## src/core/swp_pkg.sv

```systemverilog
// Purpose: Shared constants for the switch protection and PWM timing block
// Assumes: 40 MHz system clock, timebase tick of whole microseconds
// Notes:   Step tables are in microseconds of timebase tick
package swp_pkg;
	// ---------------------------------------------------------------
	// Clock and timebase
	// ---------------------------------------------------------------
	localparam int CLK_HZ   = 40_000_000;
	localparam int TICK_US  = 1;
	localparam int TICK_CYC = CLK_HZ / 1_000_000 * TICK_US;
	localparam int TW       = 21;

	// ---------------------------------------------------------------
	// Over-current and bulb-cooling step tables
	// ---------------------------------------------------------------
	localparam int OC_STEPS = 7;
	localparam int BC_STEPS = 6;
	localparam logic [1:0] OC_SEL_SLOW = 2'h0;
	localparam int OC_STEP_US [4][7] = '{
		'{5000, 1720, 2000, 3000, 5000, 12200, 44600},
		'{2480, 800, 1040, 1580, 2240, 6120, 22200},
		'{9800, 3200, 4200, 5800, 9800, 24400, 89200},
		'{19600, 6400, 8400, 11600, 19600, 48800, 178400}};
	// Rows: medium, fast, slow
	localparam int BC_STEP_US [3][6] = '{
		'{834000, 448000, 510000, 596000, 718000, 898000},
		'{418000, 224000, 254000, 290000, 360000, 648000},
		'{1668000, 894000, 1022000, 1192000, 1434000, 1796000}};

	// ---------------------------------------------------------------
	// PWM clock watch, oscillator and calibration
	// ---------------------------------------------------------------
	localparam real CF_LO_KHZ   = 2.0;
	localparam real CF_HI_KHZ   = 200.0;
	localparam int  CF_LO_TICKS = int'(1000.0 / CF_LO_KHZ) / TICK_US;
	localparam int  CF_HI_CYC   = int'(CLK_HZ / (CF_HI_KHZ * 1000.0));
	localparam int  PWM_DEF_HZ  = 120;
	localparam int  PWM_SLOTS   = 256;
	localparam int  PWM_DEF_CYC = CLK_HZ / (PWM_DEF_HZ * PWM_SLOTS);
	localparam int  CAL_MIN_US  = 20;
	localparam int  CAL_MAX_US  = 200;
	localparam int  CAL_MIN_TK  = (CAL_MIN_US + TICK_US - 1) / TICK_US;
	localparam int  CAL_MAX_TK  = CAL_MAX_US / TICK_US;
	localparam int  CAL_GAIN    = 8;

	// ---------------------------------------------------------------
	// Input watch and auto-retry
	// ---------------------------------------------------------------
	localparam int TOG_MS    = 250;
	localparam int TOG_TK    = TOG_MS * 1000 / TICK_US;
	localparam int RETRY_MS  = 150;
	localparam int RETRY_TK  = RETRY_MS * 1000 / TICK_US;
endpackage

```

## src/core/swp_timing.sv

```systemverilog
// Purpose: Protection step timing, PWM timebase, clock watch and retry
// Assumes: direct_input_0 and cs_n are pins; other inputs are on clock
// Notes:
// Notes on behaviour
// - Over-current timing walks seven steps, profile by two-bit select, slow default.
// - Bulb cooling walks six steps; select 00 or 11 medium, 01 fast, 10 slow.
// - External PWM clock below about 2 kHz flags a clock failure.
// - External PWM clock above about 200 kHz flags a clock failure.
// - Clock watch runs only with PWM enabled and external clock selected.
// - Uncalibrated internal oscillator gives about 120 Hz PWM.
// - Chip-select low pulse calibrates oscillator only if 20 to 200 us long.
// - Duty 0 keeps output off, full duty keeps it on, others modulate.
// - No toggle on a direct input for about 250 ms flags a timeout.
`timescale 1ns/1ps
module swp_timing #(
	parameter int TICK_CYC = swp_pkg::TICK_CYC,
	parameter int CAL_GAIN = swp_pkg::CAL_GAIN
) (
	input  wire logic       clock,
	input  wire logic       rst,
	input  wire logic       ce,
	input  wire logic       direct_input_0,
	input  wire logic       cs_n,
	input  wire logic [1:0] overcurrent_profile_sel,
	input  wire logic       oc_active,
	input  wire logic [1:0] cooling_profile_sel,
	input  wire logic       bc_active,
	input  wire logic       pwm_enable,
	input  wire logic       clock_sel,
	input  wire logic [8:0] pwm_duty,
	input  wire logic       toggle_watch_en,
	input  wire logic       retry_pending,
	output logic      [2:0] oc_step,
	output logic            oc_expired,
	output logic      [2:0] bc_step,
	output logic            bc_expired,
	output logic            clock_fail,
	output logic            pwm_cal_done,
	output logic            pwm_out,
	output logic            toggle_timeout,
	output logic            retry_pulse
);
	localparam int TW     = swp_pkg::TW;
	localparam int LO_TK  = swp_pkg::CF_LO_TICKS;
	localparam int HI_CYC = swp_pkg::CF_HI_CYC;
	localparam int TOG_TK = swp_pkg::TOG_TK;
	localparam int RET_TK = swp_pkg::RETRY_TK;
	localparam int CMIN   = swp_pkg::CAL_MIN_TK;
	localparam int CMAX   = swp_pkg::CAL_MAX_TK;
	localparam int DEFCYC = swp_pkg::PWM_DEF_CYC;

	if (TICK_CYC < 1 || TICK_CYC > 65535 || CAL_GAIN < 1 || CAL_GAIN > 128) begin : g_bad
		$error("swp_timing: TICK_CYC or CAL_GAIN out of range");
	end

	// ---------------------------------------------------------------
	// Pin synchronisers and timebase
	// ---------------------------------------------------------------
	logic [1:0]  in0_s_r, cs_s_r;
	logic        in0_prev_r, cs_prev_r;
	logic [15:0] tk_cnt_r, tk_cnt_nxt;
	logic        tick_r, tick_nxt;
	logic        in0_rise, in0_edge, cs_rise, cs_fall;

	assign in0_rise = in0_s_r[1] & ~in0_prev_r;
	assign in0_edge = in0_s_r[1] ^ in0_prev_r;
	assign cs_rise  = cs_s_r[1] & ~cs_prev_r;
	assign cs_fall  = ~cs_s_r[1] & cs_prev_r;

	always_comb begin
		tick_nxt   = (tk_cnt_r == 16'(TICK_CYC - 1));
		tk_cnt_nxt = tick_nxt ? 16'h0 : tk_cnt_r + 16'h1;
	end

	always_ff @(posedge clock or posedge rst) begin
		if (rst) begin
			in0_s_r    <= 2'h0;
			cs_s_r     <= 2'h3;
			in0_prev_r <= 1'b0;
			cs_prev_r  <= 1'b1;
			tk_cnt_r   <= 16'h0;
			tick_r     <= 1'b0;
		end else if (ce) begin
			in0_s_r    <= {in0_s_r[0], direct_input_0};
			cs_s_r     <= {cs_s_r[0], cs_n};
			in0_prev_r <= in0_s_r[1];
			cs_prev_r  <= cs_s_r[1];
			tk_cnt_r   <= tk_cnt_nxt;
			tick_r     <= tick_nxt;
		end
	end

	// ---------------------------------------------------------------
	// Protection step timers
	// ---------------------------------------------------------------
	logic [TW-1:0] oc_len, bc_len;
	logic [2:0]    oc_idx, bc_idx;
	logic [1:0]    bc_row;

	always_comb begin
		oc_idx = (oc_step == 3'h0) ? 3'h0 : oc_step - 3'h1;
		bc_idx = (bc_step == 3'h0) ? 3'h0 : bc_step - 3'h1;
		// Select 11 shares the medium row
		bc_row = (cooling_profile_sel == 2'h3) ? 2'h0 : cooling_profile_sel;
		oc_len = TW'(swp_pkg::OC_STEP_US[overcurrent_profile_sel][oc_idx]);
		bc_len = TW'(swp_pkg::BC_STEP_US[bc_row][bc_idx]);
	end

	swp_step_timer #(.NSTEPS(swp_pkg::OC_STEPS)) u_oc (
		.clock    (clock),
		.rst      (rst),
		.ce       (ce),
		.tick     (tick_r),
		.active   (oc_active),
		.step_len (oc_len),
		.step     (oc_step),
		.expired  (oc_expired)
	);

	swp_step_timer #(.NSTEPS(swp_pkg::BC_STEPS)) u_bc (
		.clock    (clock),
		.rst      (rst),
		.ce       (ce),
		.tick     (tick_r),
		.active   (bc_active),
		.step_len (bc_len),
		.step     (bc_step),
		.expired  (bc_expired)
	);

	// ---------------------------------------------------------------
	// Clock watch, calibration, PWM, toggle watch, retry
	// ---------------------------------------------------------------
	logic        det_en, cal_win, int_adv, slot_adv;
	logic [15:0] cal_slot;
	logic [7:0]  cf_cyc_r, cf_cyc_nxt;
	logic [9:0]  cf_tk_r, cf_tk_nxt;
	logic        cf_arm_r, cf_arm_nxt, fail_r, fail_nxt;
	logic [8:0]  cal_cnt_r, cal_cnt_nxt;
	logic        cal_r, cal_nxt;
	logic [15:0] slot_len_r, slot_len_nxt, slot_cyc_r, slot_cyc_nxt;
	logic [7:0]  pcnt_r, pcnt_nxt;
	logic        pout_r, pout_nxt;
	logic [17:0] tog_r, tog_nxt, ret_r, ret_nxt;
	logic        tmo_r, tmo_nxt, rp_r, rp_nxt;

	assign det_en   = pwm_enable & ~clock_sel;
	assign cal_win  = cal_cnt_r >= 9'(CMIN) && cal_cnt_r <= 9'(CMAX);
	assign cal_slot = 16'(cal_cnt_r) * 16'(CAL_GAIN);
	assign int_adv  = slot_cyc_r >= slot_len_r - 16'h1;
	assign slot_adv = clock_sel ? int_adv : in0_rise;

	always_comb begin
		cf_cyc_nxt   = (cf_cyc_r == 8'(HI_CYC)) ? cf_cyc_r : cf_cyc_r + 8'h1;
		cf_tk_nxt    = cf_tk_r;
		cf_arm_nxt   = cf_arm_r;
		fail_nxt     = fail_r;
		cal_cnt_nxt  = cal_cnt_r;
		cal_nxt      = cal_r;
		slot_len_nxt = slot_len_r;
		slot_cyc_nxt = (!clock_sel || int_adv) ? 16'h0 : slot_cyc_r + 16'h1;
		pcnt_nxt     = slot_adv ? pcnt_r + 8'h1 : pcnt_r;
		tog_nxt      = tog_r;
		tmo_nxt      = tmo_r;
		ret_nxt      = ret_r;
		rp_nxt       = 1'b0;
		if (!det_en) begin
			cf_tk_nxt  = 10'h0;
			cf_arm_nxt = 1'b0;
			fail_nxt   = 1'b0;
		end else if (in0_rise) begin
			// First edge after enabling has no valid gap to judge
			if (cf_arm_r && cf_cyc_r < 8'(HI_CYC))
				fail_nxt = 1'b1;
			cf_cyc_nxt = 8'h0;
			cf_tk_nxt  = 10'h0;
			cf_arm_nxt = 1'b1;
		end else if (tick_r) begin
			if (cf_tk_r >= 10'(LO_TK - 1))
				fail_nxt = 1'b1;
			else
				cf_tk_nxt = cf_tk_r + 10'h1;
		end
		// Short SPI frames also drop chip select; they fall below the window
		if (cs_fall)
			cal_cnt_nxt = 9'h0;
		else if (!cs_s_r[1] && tick_r && cal_cnt_r != 9'h1ff)
			cal_cnt_nxt = cal_cnt_r + 9'h1;
		if (cs_rise && cal_win) begin
			cal_nxt      = 1'b1;
			slot_len_nxt = cal_slot;
		end
		if (!pwm_enable)
			pcnt_nxt = 8'h0;
		// Nine-bit duty lets 256 and above hold the output fully on
		pout_nxt = pwm_enable && ({1'b0, pcnt_nxt} < pwm_duty);
		if (!toggle_watch_en) begin
			tog_nxt = 18'h0;
			tmo_nxt = 1'b0;
		end else if (in0_edge) begin
			tog_nxt = 18'h0;
		end else if (tick_r) begin
			if (tog_r >= 18'(TOG_TK - 1))
				tmo_nxt = 1'b1;
			else
				tog_nxt = tog_r + 18'h1;
		end
		if (!retry_pending) begin
			ret_nxt = 18'h0;
		end else if (tick_r) begin
			if (ret_r == 18'(RET_TK - 1)) begin
				ret_nxt = 18'h0;
				rp_nxt  = 1'b1;
			end else begin
				ret_nxt = ret_r + 18'h1;
			end
		end
	end

	always_ff @(posedge clock or posedge rst) begin
		if (rst) begin
			cf_cyc_r   <= 8'h0;
			cf_tk_r    <= 10'h0;
			cf_arm_r   <= 1'b0;
			fail_r     <= 1'b0;
			cal_cnt_r  <= 9'h0;
			cal_r      <= 1'b0;
			slot_len_r <= 16'(DEFCYC);
			slot_cyc_r <= 16'h0;
			pcnt_r     <= 8'h0;
			pout_r     <= 1'b0;
			tog_r      <= 18'h0;
			tmo_r      <= 1'b0;
			ret_r      <= 18'h0;
			rp_r       <= 1'b0;
		end else if (ce) begin
			cf_cyc_r   <= cf_cyc_nxt;
			cf_tk_r    <= cf_tk_nxt;
			cf_arm_r   <= cf_arm_nxt;
			fail_r     <= fail_nxt;
			cal_cnt_r  <= cal_cnt_nxt;
			cal_r      <= cal_nxt;
			slot_len_r <= slot_len_nxt;
			slot_cyc_r <= slot_cyc_nxt;
			pcnt_r     <= pcnt_nxt;
			pout_r     <= pout_nxt;
			tog_r      <= tog_nxt;
			tmo_r      <= tmo_nxt;
			ret_r      <= ret_nxt;
			rp_r       <= rp_nxt;
		end
	end

	assign clock_fail     = fail_r;
	assign pwm_cal_done   = cal_r;
	assign pwm_out        = pout_r;
	assign toggle_timeout = tmo_r;
	assign retry_pulse    = rp_r;
endmodule // swp_timing

```

## src/core/swp_step_timer.sv

```systemverilog
// Purpose: Walks a sequence of timed steps while its trigger is active
// Assumes: tick is a one-cycle pulse from the shared timebase
// Notes:   Step length is looked up outside from the current step
`timescale 1ns/1ps
module swp_step_timer #(
	parameter int NSTEPS = 7
) (
	input  wire logic                  clock,
	input  wire logic                  rst,
	input  wire logic                  ce,
	input  wire logic                  tick,
	input  wire logic                  active,
	input  wire logic [swp_pkg::TW-1:0] step_len,
	output logic      [2:0]            step,
	output logic                       expired
);
	localparam int TW = swp_pkg::TW;
	if (NSTEPS < 1 || NSTEPS > 7) begin : g_bad
		$error("swp_step_timer: NSTEPS out of range");
	end

	logic [TW-1:0] cnt_r, cnt_nxt;
	logic [2:0]    step_r, step_nxt;
	logic          exp_r, exp_nxt;

	always_comb begin
		cnt_nxt  = cnt_r;
		step_nxt = step_r;
		exp_nxt  = exp_r;
		if (!active) begin
			cnt_nxt  = '0;
			step_nxt = 3'h0;
			exp_nxt  = 1'b0;
		end else if (step_r == 3'h0) begin
			step_nxt = 3'h1;
		end else if (tick && !exp_r) begin
			if (cnt_r >= step_len - TW'(1)) begin
				cnt_nxt = '0;
				if (step_r == 3'(NSTEPS))
					exp_nxt = 1'b1;
				else
					step_nxt = step_r + 3'h1;
			end else begin
				cnt_nxt = cnt_r + TW'(1);
			end
		end
	end

	always_ff @(posedge clock or posedge rst) begin
		if (rst) begin
			cnt_r  <= '0;
			step_r <= 3'h0;
			exp_r  <= 1'b0;
		end else if (ce) begin
			cnt_r  <= cnt_nxt;
			step_r <= step_nxt;
			exp_r  <= exp_nxt;
		end
	end

	assign step    = step_r;
	assign expired = exp_r;
endmodule // swp_step_timer

```

## config.mk

```make
export PLATFORM = sky130hd
export DESIGN_NAME = swp_timing
export DESIGN_NICKNAME = d
export VERILOG_FILES = /design/src/core/swp_pkg.sv /design/src/core/swp_timing.sv /design/src/core/swp_step_timer.sv
export SDC_FILE = /design/constraint.sdc
export NUM_CORES = 1
export LEC_CHECK = 0
export BUFFER_PORTS_ARGS = -buffer_cell sky130_fd_sc_hd__buf_2
export CAP_MARGIN = 30
export CORE_MARGIN = 8
export CORE_UTILIZATION = 62
export DETAILED_ROUTE_END_ITERATION = 10
export GPL_ROUTABILITY_DRIVEN = 0
export GPL_TIMING_DRIVEN = 0
export PLACE_DENSITY = 0.79
export SETUP_SLACK_MARGIN = 0.4
export SYNTH_ARGS = -nofsm -noshare
export SYNTH_HDL_FRONTEND = slang
export SYNTH_HIERARCHICAL = 1
export SYNTH_SLANG_ARGS = --single-unit
```

## constraint.sdc

```tcl
create_clock -name clock -period 4.7 [get_ports clock]
set_input_delay 0.47 -clock clock [delete_from_list [all_inputs] [get_ports clock]]
set_output_delay 0.47 -clock clock [all_outputs]
set_load 0.005 [all_outputs]
```

# [Yosys cells after proc, flatten, opt, wreduce, memory -nomap -nowiden]
# Cells that the tools add are included.
[word_totals] register_bits=177 input_bits=24 output_inout_bits=13 word_cells=209
[op_classes] n_addsub=17 order_cmp=13 n_eq_ne=32 n_mux=78 bitwise_logic=13 n_reduce_logical=30
[op_table] op="224-bit binary-select mux with 2-bit select" count=1
[op_table] op="224-bit 2-to-1 mux" count=2
[op_table] op="192-bit binary-select mux with 2-bit select" count=1
[op_table] op="192-bit 2-to-1 mux" count=2
[op_table] op="21-bit 2-to-1 mux" count=12
[op_table] op="32-bit binary-select mux with 3-bit select" count=2
[op_table] op="18-bit 2-to-1 mux" count=7
[op_table] op="21-bit by 1-bit adder with 21-bit output (second input constant)" count=2
[op_table] op="21-bit greater-or-equal comparator" count=2
[op_table] op="21-bit by 1-bit subtractor with 21-bit output (second input constant)" count=2
[op_table] op="10-bit 2-to-1 mux" count=4
[op_table] op="8-bit 2-to-1 mux" count=5
[op_table] op="18-bit by 1-bit adder with 18-bit output (second input constant)" count=2
[op_table] op="3-bit 2-to-1 mux" count=12
[op_table] op="16-bit by 1-bit adder with 16-bit output (second input constant)" count=2
[op_table] op="16-bit 2-to-1 mux" count=2
[op_table] op="1-bit 2-to-1 mux" count=25
[op_table] op="18-bit equality test (second input constant)" count=1
[op_table] op="18-bit greater-or-equal comparator (second input constant)" count=1
[op_table] op="9-bit 2-to-1 mux" count=2
[op_table] op="2-bit by 1-bit != test with 1-bit output (second input constant)" count=9
[op_table] op="8-bit by 1-bit adder with 8-bit output (second input constant)" count=2
[op_table] op="16-bit by 6-bit equality test with 1-bit output (second input constant)" count=1
[op_table] op="16-bit greater-or-equal comparator" count=1
[op_table] op="35 further kinds" count=81

# [Longest topological paths before layout]
# Gate-level depths: netlist of the first run.
[logic_depth] depth_word=15 ltp_mapped=22 ltp_nobuf=21

# [By module]
# The synthesis of the first run kept the hierarchy.
[modules_own_cells] mod="swp_timing" instances=1 cells_each=967 area_per_inst_um2=8234.1 seq_area_each_um2=3161.8
[modules_own_cells] mod="swp_step_timer at u_bc" instances=1 cells_each=260 area_per_inst_um2=2212.1 seq_area_each_um2=625.6
[modules_own_cells] mod="swp_step_timer at u_oc" instances=1 cells_each=257 area_per_inst_um2=2203.4 seq_area_each_um2=625.6

# [Least setup slack after synthesis of the first run]
# No wires, ideal clock.
[synth_timing] path_kind="register -> register" startpoint="register u_oc.step_r[0] (netlist: u_oc/step[0])" endpoint="register u_oc.cnt_r[5]" setup_ps=121 arrival_time_ps=4156 required_time_ps=4579 slack_ps=423 stages_incl_launch_ff=19 n_path_buf=4 synth_period_minus_slack_ps=4277 cell_sequence="dfrtp_1 -> clkbuf_1 -> clkbuf_1 -> buf_1 -> nor3_1 -> o21ai_0 -> o21ai_0 -> nor4_1 -> nand3b_1 -> nor3_1 -> xnor2_1 -> ha_1 -> nand4_1 -> nor3_2 -> nand4_1 -> o2111ai_2 -> buf_6 -> o21ai_1 -> a22o_1"
[synth_via] elab_chain_cells=12 elab_cells_between_ends=15 classes_between="2 x add/sub; 1 x order compare; 1 x eq/ne; 8 x mux; 1 x bitwise; 2 x reduce/logical"
[synth_lines] element="start, declared" line_no="swp_step_timer.sv:23" rtl="logic [2:0] step_r, step_nxt;"
[synth_lines] element="start signal, assigned" line_no="swp_step_timer.sv:56" rtl="step_r <= step_nxt;"
[synth_lines] element="3-bit by 1-bit subtractor with 3-bit output / 3-bit logical NOT (equally long branches)" line_no="swp_timing.sv:101" rtl="oc_idx = (oc_step == 3'h0) ? 3'h0 : oc_step - 3'h1;"
[synth_lines] element="3-bit 2-to-1 mux (*)" line_no="swp_timing.sv:101"
[synth_lines] element="3-bit inverter with 4-bit output (implied by the code) (*)" line_no="swp_timing.sv:105" rtl="oc_len = TW'(swp_pkg::OC_STEP_US[overcurrent_profile_sel][oc_idx]);"
[synth_lines] element="32-bit binary-select mux with 3-bit select (*)" line_no="swp_timing.sv:105"
[synth_lines] element="21-bit 2-to-1 mux (implied by the code) (*) (2 in series)" line_no="swp_timing.sv:105"
[synth_lines] element="named net oc_len[11]" line_no="swp_timing.sv:96" rtl="logic [TW-1:0] oc_len, bc_len;"
[synth_lines] element="21-bit by 1-bit subtractor with 21-bit output (*)" line_no="swp_step_timer.sv:37" rtl="if (cnt_r >= step_len - TW'(1)) begin"
[synth_lines] element="21-bit greater-or-equal comparator (*)" line_no="swp_step_timer.sv:37"
[synth_lines] element="21-bit 2-to-1 mux (*)" line_no="swp_step_timer.sv:37"
[synth_lines] element="21-bit 2-to-1 mux (*)" line_no="swp_step_timer.sv:36" rtl="end else if (tick && !exp_r) begin"
[synth_lines] element="21-bit 2-to-1 mux (*)" line_no="swp_step_timer.sv:34" rtl="end else if (step_r == 3'h0) begin"
[synth_lines] element="21-bit 2-to-1 mux (*)" line_no="swp_step_timer.sv:30" rtl="if (!active) begin"
[synth_lines] element="end signal, assigned" line_no="swp_step_timer.sv:55" rtl="cnt_r <= cnt_nxt;"
[synth_lines] element="end, declared" line_no="swp_step_timer.sv:22" rtl="logic [TW-1:0] cnt_r, cnt_nxt;"
# Mark *: on every way through the listed nets, which the timed path passes. The rest lies on a longest branch. The select of a mux whose other input is x is not followed.
# A chain may end at the register's enable or synchronous reset.

# [Worst setup path in the final report of the first run]
[layout_timing] startpoint="register u_oc.step_r[0] (netlist: u_oc/step[0])" endpoint="register u_oc.step_r[1] (netlist: u_oc/step[1])"
[layout_via] elab_chain_cells=10 elab_cells_between_ends=20 classes_between="3 x add/sub; 1 x order compare; 4 x eq/ne; 9 x mux; 1 x bitwise; 2 x reduce/logical"
[layout_lines] element="3-bit by 1-bit subtractor with 3-bit output / 3-bit logical NOT (equally long branches)" line_no="swp_timing.sv:101"
[layout_lines] element="3-bit 2-to-1 mux (*)" line_no="swp_timing.sv:101"
[layout_lines] element="3-bit inverter with 4-bit output (implied by the code) (*)" line_no="swp_timing.sv:105"
[layout_lines] element="32-bit binary-select mux with 3-bit select (*)" line_no="swp_timing.sv:105"
[layout_lines] element="21-bit 2-to-1 mux (implied by the code) (*) (2 in series)" line_no="swp_timing.sv:105"
[layout_lines] element="named net oc_len[4]" line_no="swp_timing.sv:96"
[layout_lines] element="21-bit by 1-bit subtractor with 21-bit output (*)" line_no="swp_step_timer.sv:37"
[layout_lines] element="21-bit greater-or-equal comparator (*)" line_no="swp_step_timer.sv:37"
[layout_lines] element="3-bit by 1-bit != test with 1-bit output (no line) (*)"
[layout_lines] element="4-bit AND reduction (no line) (*)"
# Marks and branches as above.

==> impl_metrics.py, run 1 <==
metrics = {
    "logic_synthesis": {
        "ys_top_cells_by_area": "dfrtp_1 (33%), ha_1 (9.2%), xnor2_1 (6.0%)",
        "synth_cells": 1484,
        "synth.distinct_cells": 87,
        "synthXorXnorAreaFrac_pct": 9.07,
        "synth_enable_flop_cells": 0,
        "synth-simple-area-share_pct": 25.9,
        "synth.top_cell.area_share_pct": 33.4,
        "synthAdderAreaFrac_pct": 9.20,
        "synth_top_family_by_area": "simple AND/OR/NAND/NOR gates",
        "ys.flop_type": "dfrtp_1",
        "synth_seq_area_share_pct": 34.9,
        "synth_area_per_cell_um2": 8.52,
        "async_flop_share_pct": 100,
        "synth_compound_area_share_pct": 15.8,
        "synth.mux.area_fraction_pct": 1.55,
        "synth_area_um2": 12600,
        "ys_ff_latch": 176,
        "yosys_warnings": 6,
        "synth_top_cell_by_area": "dfrtp_1",
    },
    "setup_path": {
        "end_kind": "flip-flop",
        "required_ns": 5.05,
        "crit_chain": "buf_8 -> nor2b_4 -> nor2_2 -> a21oi_2 -> nor2_2 -> a31oi_1 -> o221ai_2 -> nor4_2 -> nand2_1 -> nor3_4 -> nand2b_1 -> nor4_2 -> xnor2_1 -> ha_1 -> and2_4 -> a221o_1 -> a22oi_2 -> o211ai_1 -> buf_4 -> a211o_1 -> o221ai_2",
        "startpoint_type": "flip-flop",
        "crit_fanout": 4,
        "arrival_ns": 4.82,
        "critPathTopFamily": "compound AO/OA/AOI/OAI gates",
        "cp_slowest_cell": "dfrtp_2",
        "path_class": "flip-flop to flip-flop",
        "critical_path.max_stage_delay_ns": 0.44,
        "crit_buf_inv": 2,
    },
    "pwr": {
        "powerDensity_nw_per_um2": 335,
        "p_total_mw": 5.02,
        "vdd.ir_drop.worst_mv": 0.297,
        "leakage_nw": 6.56,
    },
    "sta": {
        "relSlewSlack_pct": 35.2,
        "clock_skew_ns": 0.0139,
        "setup_slack_ns": 0.237,
        "worst_pin_slew_ns": 0.962,
        "rsz0062_at_grt": "yes",
        "hold_ws_ns": 0.0459,
        "min_period_ns": 4.46,
        "period_share_pct": 95.0,
        "hold_violations": 0,
        "final_max_slew_viol_count": 0,
        "fin_tns_setup_ns": 0,
        "clock.fmax_ghz": 0.224,
        "setup_viol": 0,
    },
    "route": {
        "dr_wl_met2_mm": 16.1,
        "top_layer_used": "met4",
        "wl_mm": 31.8,
        "route.met3.wl_mm": 1.50,
        "drtIter0Drc": 822,
        "wl_per_cell_um": 16.7,
        "final_antenna_net_count": 0,
        "routed_via_density": 6.10,
        "met1_length_mm": 13.5,
        "route.detailed.drc": 0,
        "vias": 11600,
        "drtPass1Iterations": 8,
    },
    "die": {
        "start_util_pct": 62.9,
        "die_h_um": 159,
        "die_w_um": 159,
        "fp-row-count": 52,
        "io_pins": 37,
        "coreArea_um2": 20100,
        "dieArea_um2": 25200,
    },
    "clocking": {
        "cts_max_level": 4,
        "cts.sinks": 176,
        "cts_root_buf": "clkbuf_16",
        "ctsHoldBuffers": 0,
        "clock_latency_ns": 0.44,
        "clk_pin_slew_ns": 0.07,
        "cts_tree": "built",
        "cts_buffers": 17,
        "clock_path_buffers": 2,
    },
    "grt": {
        "grt_pass1_vias": 10900,
        "grt_max_degree": 81,
        "antenna_found_initial": 0,
        "grt.total_usage_pct": 23.5,
        "grt-ovfl-total": 0,
        "grt_pass1_wl_mm": 51.2,
    },
    "placement": {
        "post-place-ws_ns": -0.426,
        "placed_cell_area_um2": 13300,
        "io_buffers": 36,
        "placed_cells": 1816,
        "post-dp-hpwl_mm": 20.9,
    },
    "finish": {
        "drive_above_1_share_pct": 18.6,
        "diodes": 0,
        "fin_util_pct": 74.7,
        "n_fill_cell": 1437,
        "final_cells": 1900,
        "area_growth_pct": 18.7,
        "stdcell_area_um2": 15000,
        "fin_nets": 1734,
    },
    "run_status": {
        "outcome": "finished clean",
    },
    "hold_path": {
        "hold_class": "primary input to asynchronous set/reset pin",
    },
    "run": {
        "drv_cap": 0,
    },
}
[final cells by class]
class	instances	area (um2)	area share, %
multi-input combinational	1218	8380	55.8
buffer	49	323	2.15
tap	270	338	2.25
clock buffer	18	429	2.86
inverter	64	245	1.63
sequential	176	4420	29.4
timing repair buffer	91	704	4.69
clock inverter	14	174	1.16
[sequential cells by signal, indices dropped and copies added (netlist names), 2 cells and up]
register / count
cal_cnt_r: 9
u_bc/step: 3
ret_r: 18
cf_cyc_r: 8
tog_r: 18
in0_s_r: 2
u_oc/cnt_r: 21
u_oc/step: 3
slot_len_r: 10
slot_cyc_r: 16
cs_s_r: 2
cf_tk_r: 10
u_bc/cnt_r: 21
pcnt_r: 8
tk_cnt_r: 16
[synthesized netlist by cell type, drive strengths merged (4+ instances only)]
master / count
nand2: 143
nand3b: 7
nor3b: 6
or3: 15
buf: 13
and4: 11
nand2b: 27
o311ai: 4
a22o: 9
nor4: 20
a211oi: 5
dfstp: 7
and3: 23
nand4: 34
clkbuf: 36
xor2: 45
a31oi: 9
nor2b: 22
inv: 62
o2bb2ai: 7
o21a: 4
a21o: 16
mux2: 13
o221ai: 8
a21oi: 85
a22oi: 4
nor3: 51
o31ai: 11
nand3: 61
o22ai: 6
or4: 13
nor2: 176
nor4b: 5
and2: 20
o21ai: 96
ha: 93
xnor2: 86
a21boi: 6
dfrtp: 169
o211ai: 9
mux2i: 5
o22a: 4
a32o: 4
[metal layers]
metal	global-route usage, %	vias to the layer above
met1	30.1	5580
li1	-	5558
met3	3.83	74
met4	8.48	0
met5	0	-
met2	39.6	372
[cell families (layout without fill, tap and decap cells)]
logic type / after synthesis / count (layout)
muxes: 18 / 18
adders and majority gates: 93 / 93
and+or+nand+nor: 642 / 642
other: 1 / 24
buffers and inverters: 113 / 236
DFF: 176 / 176
xor gates and xnor gates: 131 / 131
AOI/OAI and AO/OA: 310 / 310
[report_power, final]
| group | switching [mW] | internal [mW] |
|---|---|---|
| clock | 0.655 | 0.805 |
| combinational | 1.04 | 0.746 |
| sequential | 0.141 | 1.63 |
[path summary, 6_finish.rpt]
check / start / to / slack (ns) / cells past startpoint
worst max-delay path: u_oc/step[0] / u_oc/step[1] / 0.24 / 21
worst min-delay path: rst / u_oc/expired / 0.05 / 2
worst max register to register: u_oc/step[0] / u_oc/step[1] / 0.24 / 21
worst min register to register: pwm_cal_done / pwm_cal_done / 0.47 / 1
max in group asynchronous: rst / slot_len_r[4] / 3.86 / 3
min in group clock: cs_n / cs_s_r[0] / 0.26 / 2
[placed cells by master (no fill, tap or decap), drive strengths merged, types with 6 or more instances in the layout]
cell type  synthesis  routed
dfstp              7       7
nand2b            27      27
o211ai             9       9
nor2             176     176
nand3b             7       7
xnor2             86      86
and2              20      20
dfrtp            169     169
mux2              13      13
ha                93      93
buf               13     113
or4               13      13
inv               62      69
o22ai              6       6
nor3              51      51
o21ai             96      96
xor2              45      45
and4              11      11
clkbuf            36      45
a22o               9       9
nor4              20      20
a21o              16      16
conb               1      24
a31oi              9       9
or3               15      15
a21boi             6       6
nand4             34      34
nor3b              6       6
nor2b             22      22
nand2            143     143
o2bb2ai            7       7
o31ai             11      11
and3              23      23
o221ai             8       8
a21oi             85      85
nand3             61      61
[what timing repair did]
action,CTS,global route
cloned,1,2
gates resized for setup,74,139
buffers inserted,22,27
endpoints found under the hold margin,0,0
pin swaps,21,60
setup endpoints to repair,51,51
Note: power is estimated with default switching activity, not from simulation.
==> inputs of run 2 (changes only) <==
--- a/config.mk
+++ b/config.mk
@@ -8,11 +8,11 @@
 export BUFFER_PORTS_ARGS = -buffer_cell sky130_fd_sc_hd__buf_2
 export CAP_MARGIN = 30
 export CORE_MARGIN = 8
-export CORE_UTILIZATION = 62
+export CORE_UTILIZATION = 65
 export DETAILED_ROUTE_END_ITERATION = 10
 export GPL_ROUTABILITY_DRIVEN = 0
 export GPL_TIMING_DRIVEN = 0
-export PLACE_DENSITY = 0.79
+export PLACE_DENSITY = 0.83
 export SETUP_SLACK_MARGIN = 0.4
 export SYNTH_ARGS = -nofsm -noshare
 export SYNTH_HDL_FRONTEND = slang
==> constraint.sdc (replaced) <==
create_clock -name clock -period 5.69 [get_ports clock]
set_input_delay 0.569 -clock clock [delete_from_list [all_inputs] [get_ports clock]]
set_output_delay 0.569 -clock clock [all_outputs]
set_load 0.005 [all_outputs]
==> run 2 against run 1 <==
  * Largest power group is now sequential cells
  * Combinational power shrank 35%
  * Critical path depth shrank 4
  * Wire length shrank 10%
  * Global-route usage grew 0.27 points
  * Clock power shrank 19%
==> impl_metrics.py, run 2 (synthesized netlist as in run 1, its figures left out) <==
metrics = {
    "route": {
        "drtIter0Drc": 703,
        "wl_per_cell_um": 15.5,
        "drtPass1Iterations": 5,
        "final_antenna_net_count": 0,
        "route.detailed.drc": 0,
        "routed_via_density": 6.00,
        "wl_mm": 28.5,
        "vias": 11100,
    },
    "die": {
        "die_h_um": 156,
        "start_util_pct": 65.6,
        "coreArea_um2": 19300,
        "dieArea_um2": 24200,
        "io_pins": 37,
        "fp-row-count": 51,
        "die_w_um": 156,
    },
    "setup_path": {
        "end_kind": "flip-flop",
        "cp_slowest_cell": "dfrtp_1",
        "arrival_ns": 5.24,
        "r2r_slack_ns": 0.76,
        "path_class": "flip-flop to flip-flop",
        "startpoint_type": "flip-flop",
        "critical_path.max_stage_delay_ns": 0.46,
        "crit_chain": "clkbuf_1 -> clkbuf_1 -> a21oi_1 -> mux2_2 -> or3_1 -> or3_4 -> nor2_1 -> nand2_1 -> nor3_1 -> xnor2_1 -> ha_1 -> a21o_1 -> a21o_1 -> a22oi_1 -> nand4_1 -> and2_1 -> o311a_1",
        "crit_fanout": 10,
        "required_ns": 6.00,
        "critPathTopFamily": "simple AND/OR/NAND/NOR gates",
        "crit_buf_inv": 2,
    },
    "clocking": {
        "clock_latency_ns": 0.43,
        "cts_buffers": 17,
        "cts_tree": "built",
        "clk_pin_slew_ns": 0.07,
        "cts.sinks": 176,
        "ctsHoldBuffers": 0,
        "cts_max_level": 4,
        "clock_path_buffers": 2,
        "cts_root_buf": "clkbuf_16",
    },
    "sta": {
        "rsz0062_at_grt": "no",
        "hold_violations": 0,
        "worst_pin_slew_ns": 0.857,
        "hold_ws_ns": 0.110,
        "setup_slack_ns": 0.755,
        "clock.fmax_ghz": 0.203,
        "clock_skew_ns": 0.0128,
        "relSlewSlack_pct": 42.5,
        "period_share_pct": 86.7,
        "min_period_ns": 4.93,
        "setup_viol": 0,
        "fin_tns_setup_ns": 0,
        "final_max_slew_viol_count": 0,
    },
    "placement": {
        "io_buffers": 36,
        "placed_cell_area_um2": 13300,
        "post-dp-hpwl_mm": 20.8,
        "post-place-ws_ns": 0.526,
    },
    "finish": {
        "top_regs": "u_bc/cnt_r x21, u_oc/cnt_r x21",
        "n_fill_cell": 1478,
        "stdcell_area_um2": 13900,
        "fin_nets": 1682,
        "area_growth_pct": 10.2,
        "final_cell_mix": "nor2_1 (174), dfrtp_1 (169), nand2_1 (143), ha_1 (93), o21ai_0 (89)",
        "final_common_cell": "nor2_1",
        "diodes": 0,
        "drive_above_1_share_pct": 8.62,
        "fin_util_pct": 72.3,
    },
    "grt": {
        "grt_max_degree": 72,
        "grt_pass1_vias": 10500,
        "grt_pass1_wl_mm": 48.4,
        "antenna_found_initial": 0,
        "grt.total_usage_pct": 23.8,
        "grt-ovfl-total": 0,
    },
    "hold_path": {
        "hold_class": "primary input to asynchronous set/reset pin",
    },
    "pwr": {
        "leakage_nw": 6.16,
        "vdd.ir_drop.worst_mv": 0.241,
        "powerDensity_nw_per_um2": 274,
    },
    "run": {
        "drv_cap": 0,
    },
    "run_status": {
        "outcome": "finished clean",
    },
}
[run 2: cell count changes in the layout (fill, tap and decap cells not counted), moves of 10 or more]
cell and change:
buf_4 -45, buf_6 -11, clkbuf_1 +22, nor2_1 +26, nor2_2 -16, nor2_4 -10, o21ai_0 +15, o21ai_2 -14
[run 2: power breakdown]
group          internal [mW]  leakage, nW  switching [mW]
sequential              1.35         2.37           0.123
combinational          0.451         3.52           0.714
clock                  0.694        0.276           0.485
total                   2.49         6.16            1.32
[run 2: final cells by class]
cell class	count	area, um2	area share [%]
Inverter	64	245	1.76
Buffer	49	224	1.61
Clock buffer	23	448	3.21
Timing Repair Buffer	39	263	1.89
Sequential cell	176	4410	31.7
Tap cell	265	332	2.38
Multi-Input combinational cell	1218	7880	56.5
Clock inverter	9	136	0.978
[run 2: path summary, 6_finish.rpt]
path | startpoint | endpoint | cells past startpoint
worst max-delay path | u_bc/step[0] | u_bc/step[0] | 17
worst min-delay path | rst | u_bc/step[0] | 2
worst max register to register | u_bc/step[0] | u_bc/step[0] | 17
worst min register to register | pwm_cal_done | pwm_cal_done | 1
max in group asynchronous | rst | slot_len_r[4] | 3
min in group clock | cs_n | cs_s_r[0] | 2
[run 2: through the flow]
| stage | std cells | power [mW] |
|---|---|---|
| 6_report | 1843 | 3.81 |
| 5_1_grt | 1843 | 4.04 |
| 4_1_cts | 1842 | 3.80 |
| 3_5_place_dp | 1810 | 2.61 |
| 3_3_place_gp | 1808 | 2.57 |
| 2_1_floorplan | 1507 | 2.33 |
[run 2: what timing repair did]
action,CTS,global route
buffers inserted,0,0
setup endpoints to repair,0,49
resized for setup,0,9
[run 2: routing by layer]
metal,up-vias,global-route usage (%),routed length (um)
li1,5432,-,-
met1,5269,30.7,12700
met2,325,40.6,14000
met3,41,3.63,1350
met4,0,7.12,408
met5,-,0,0
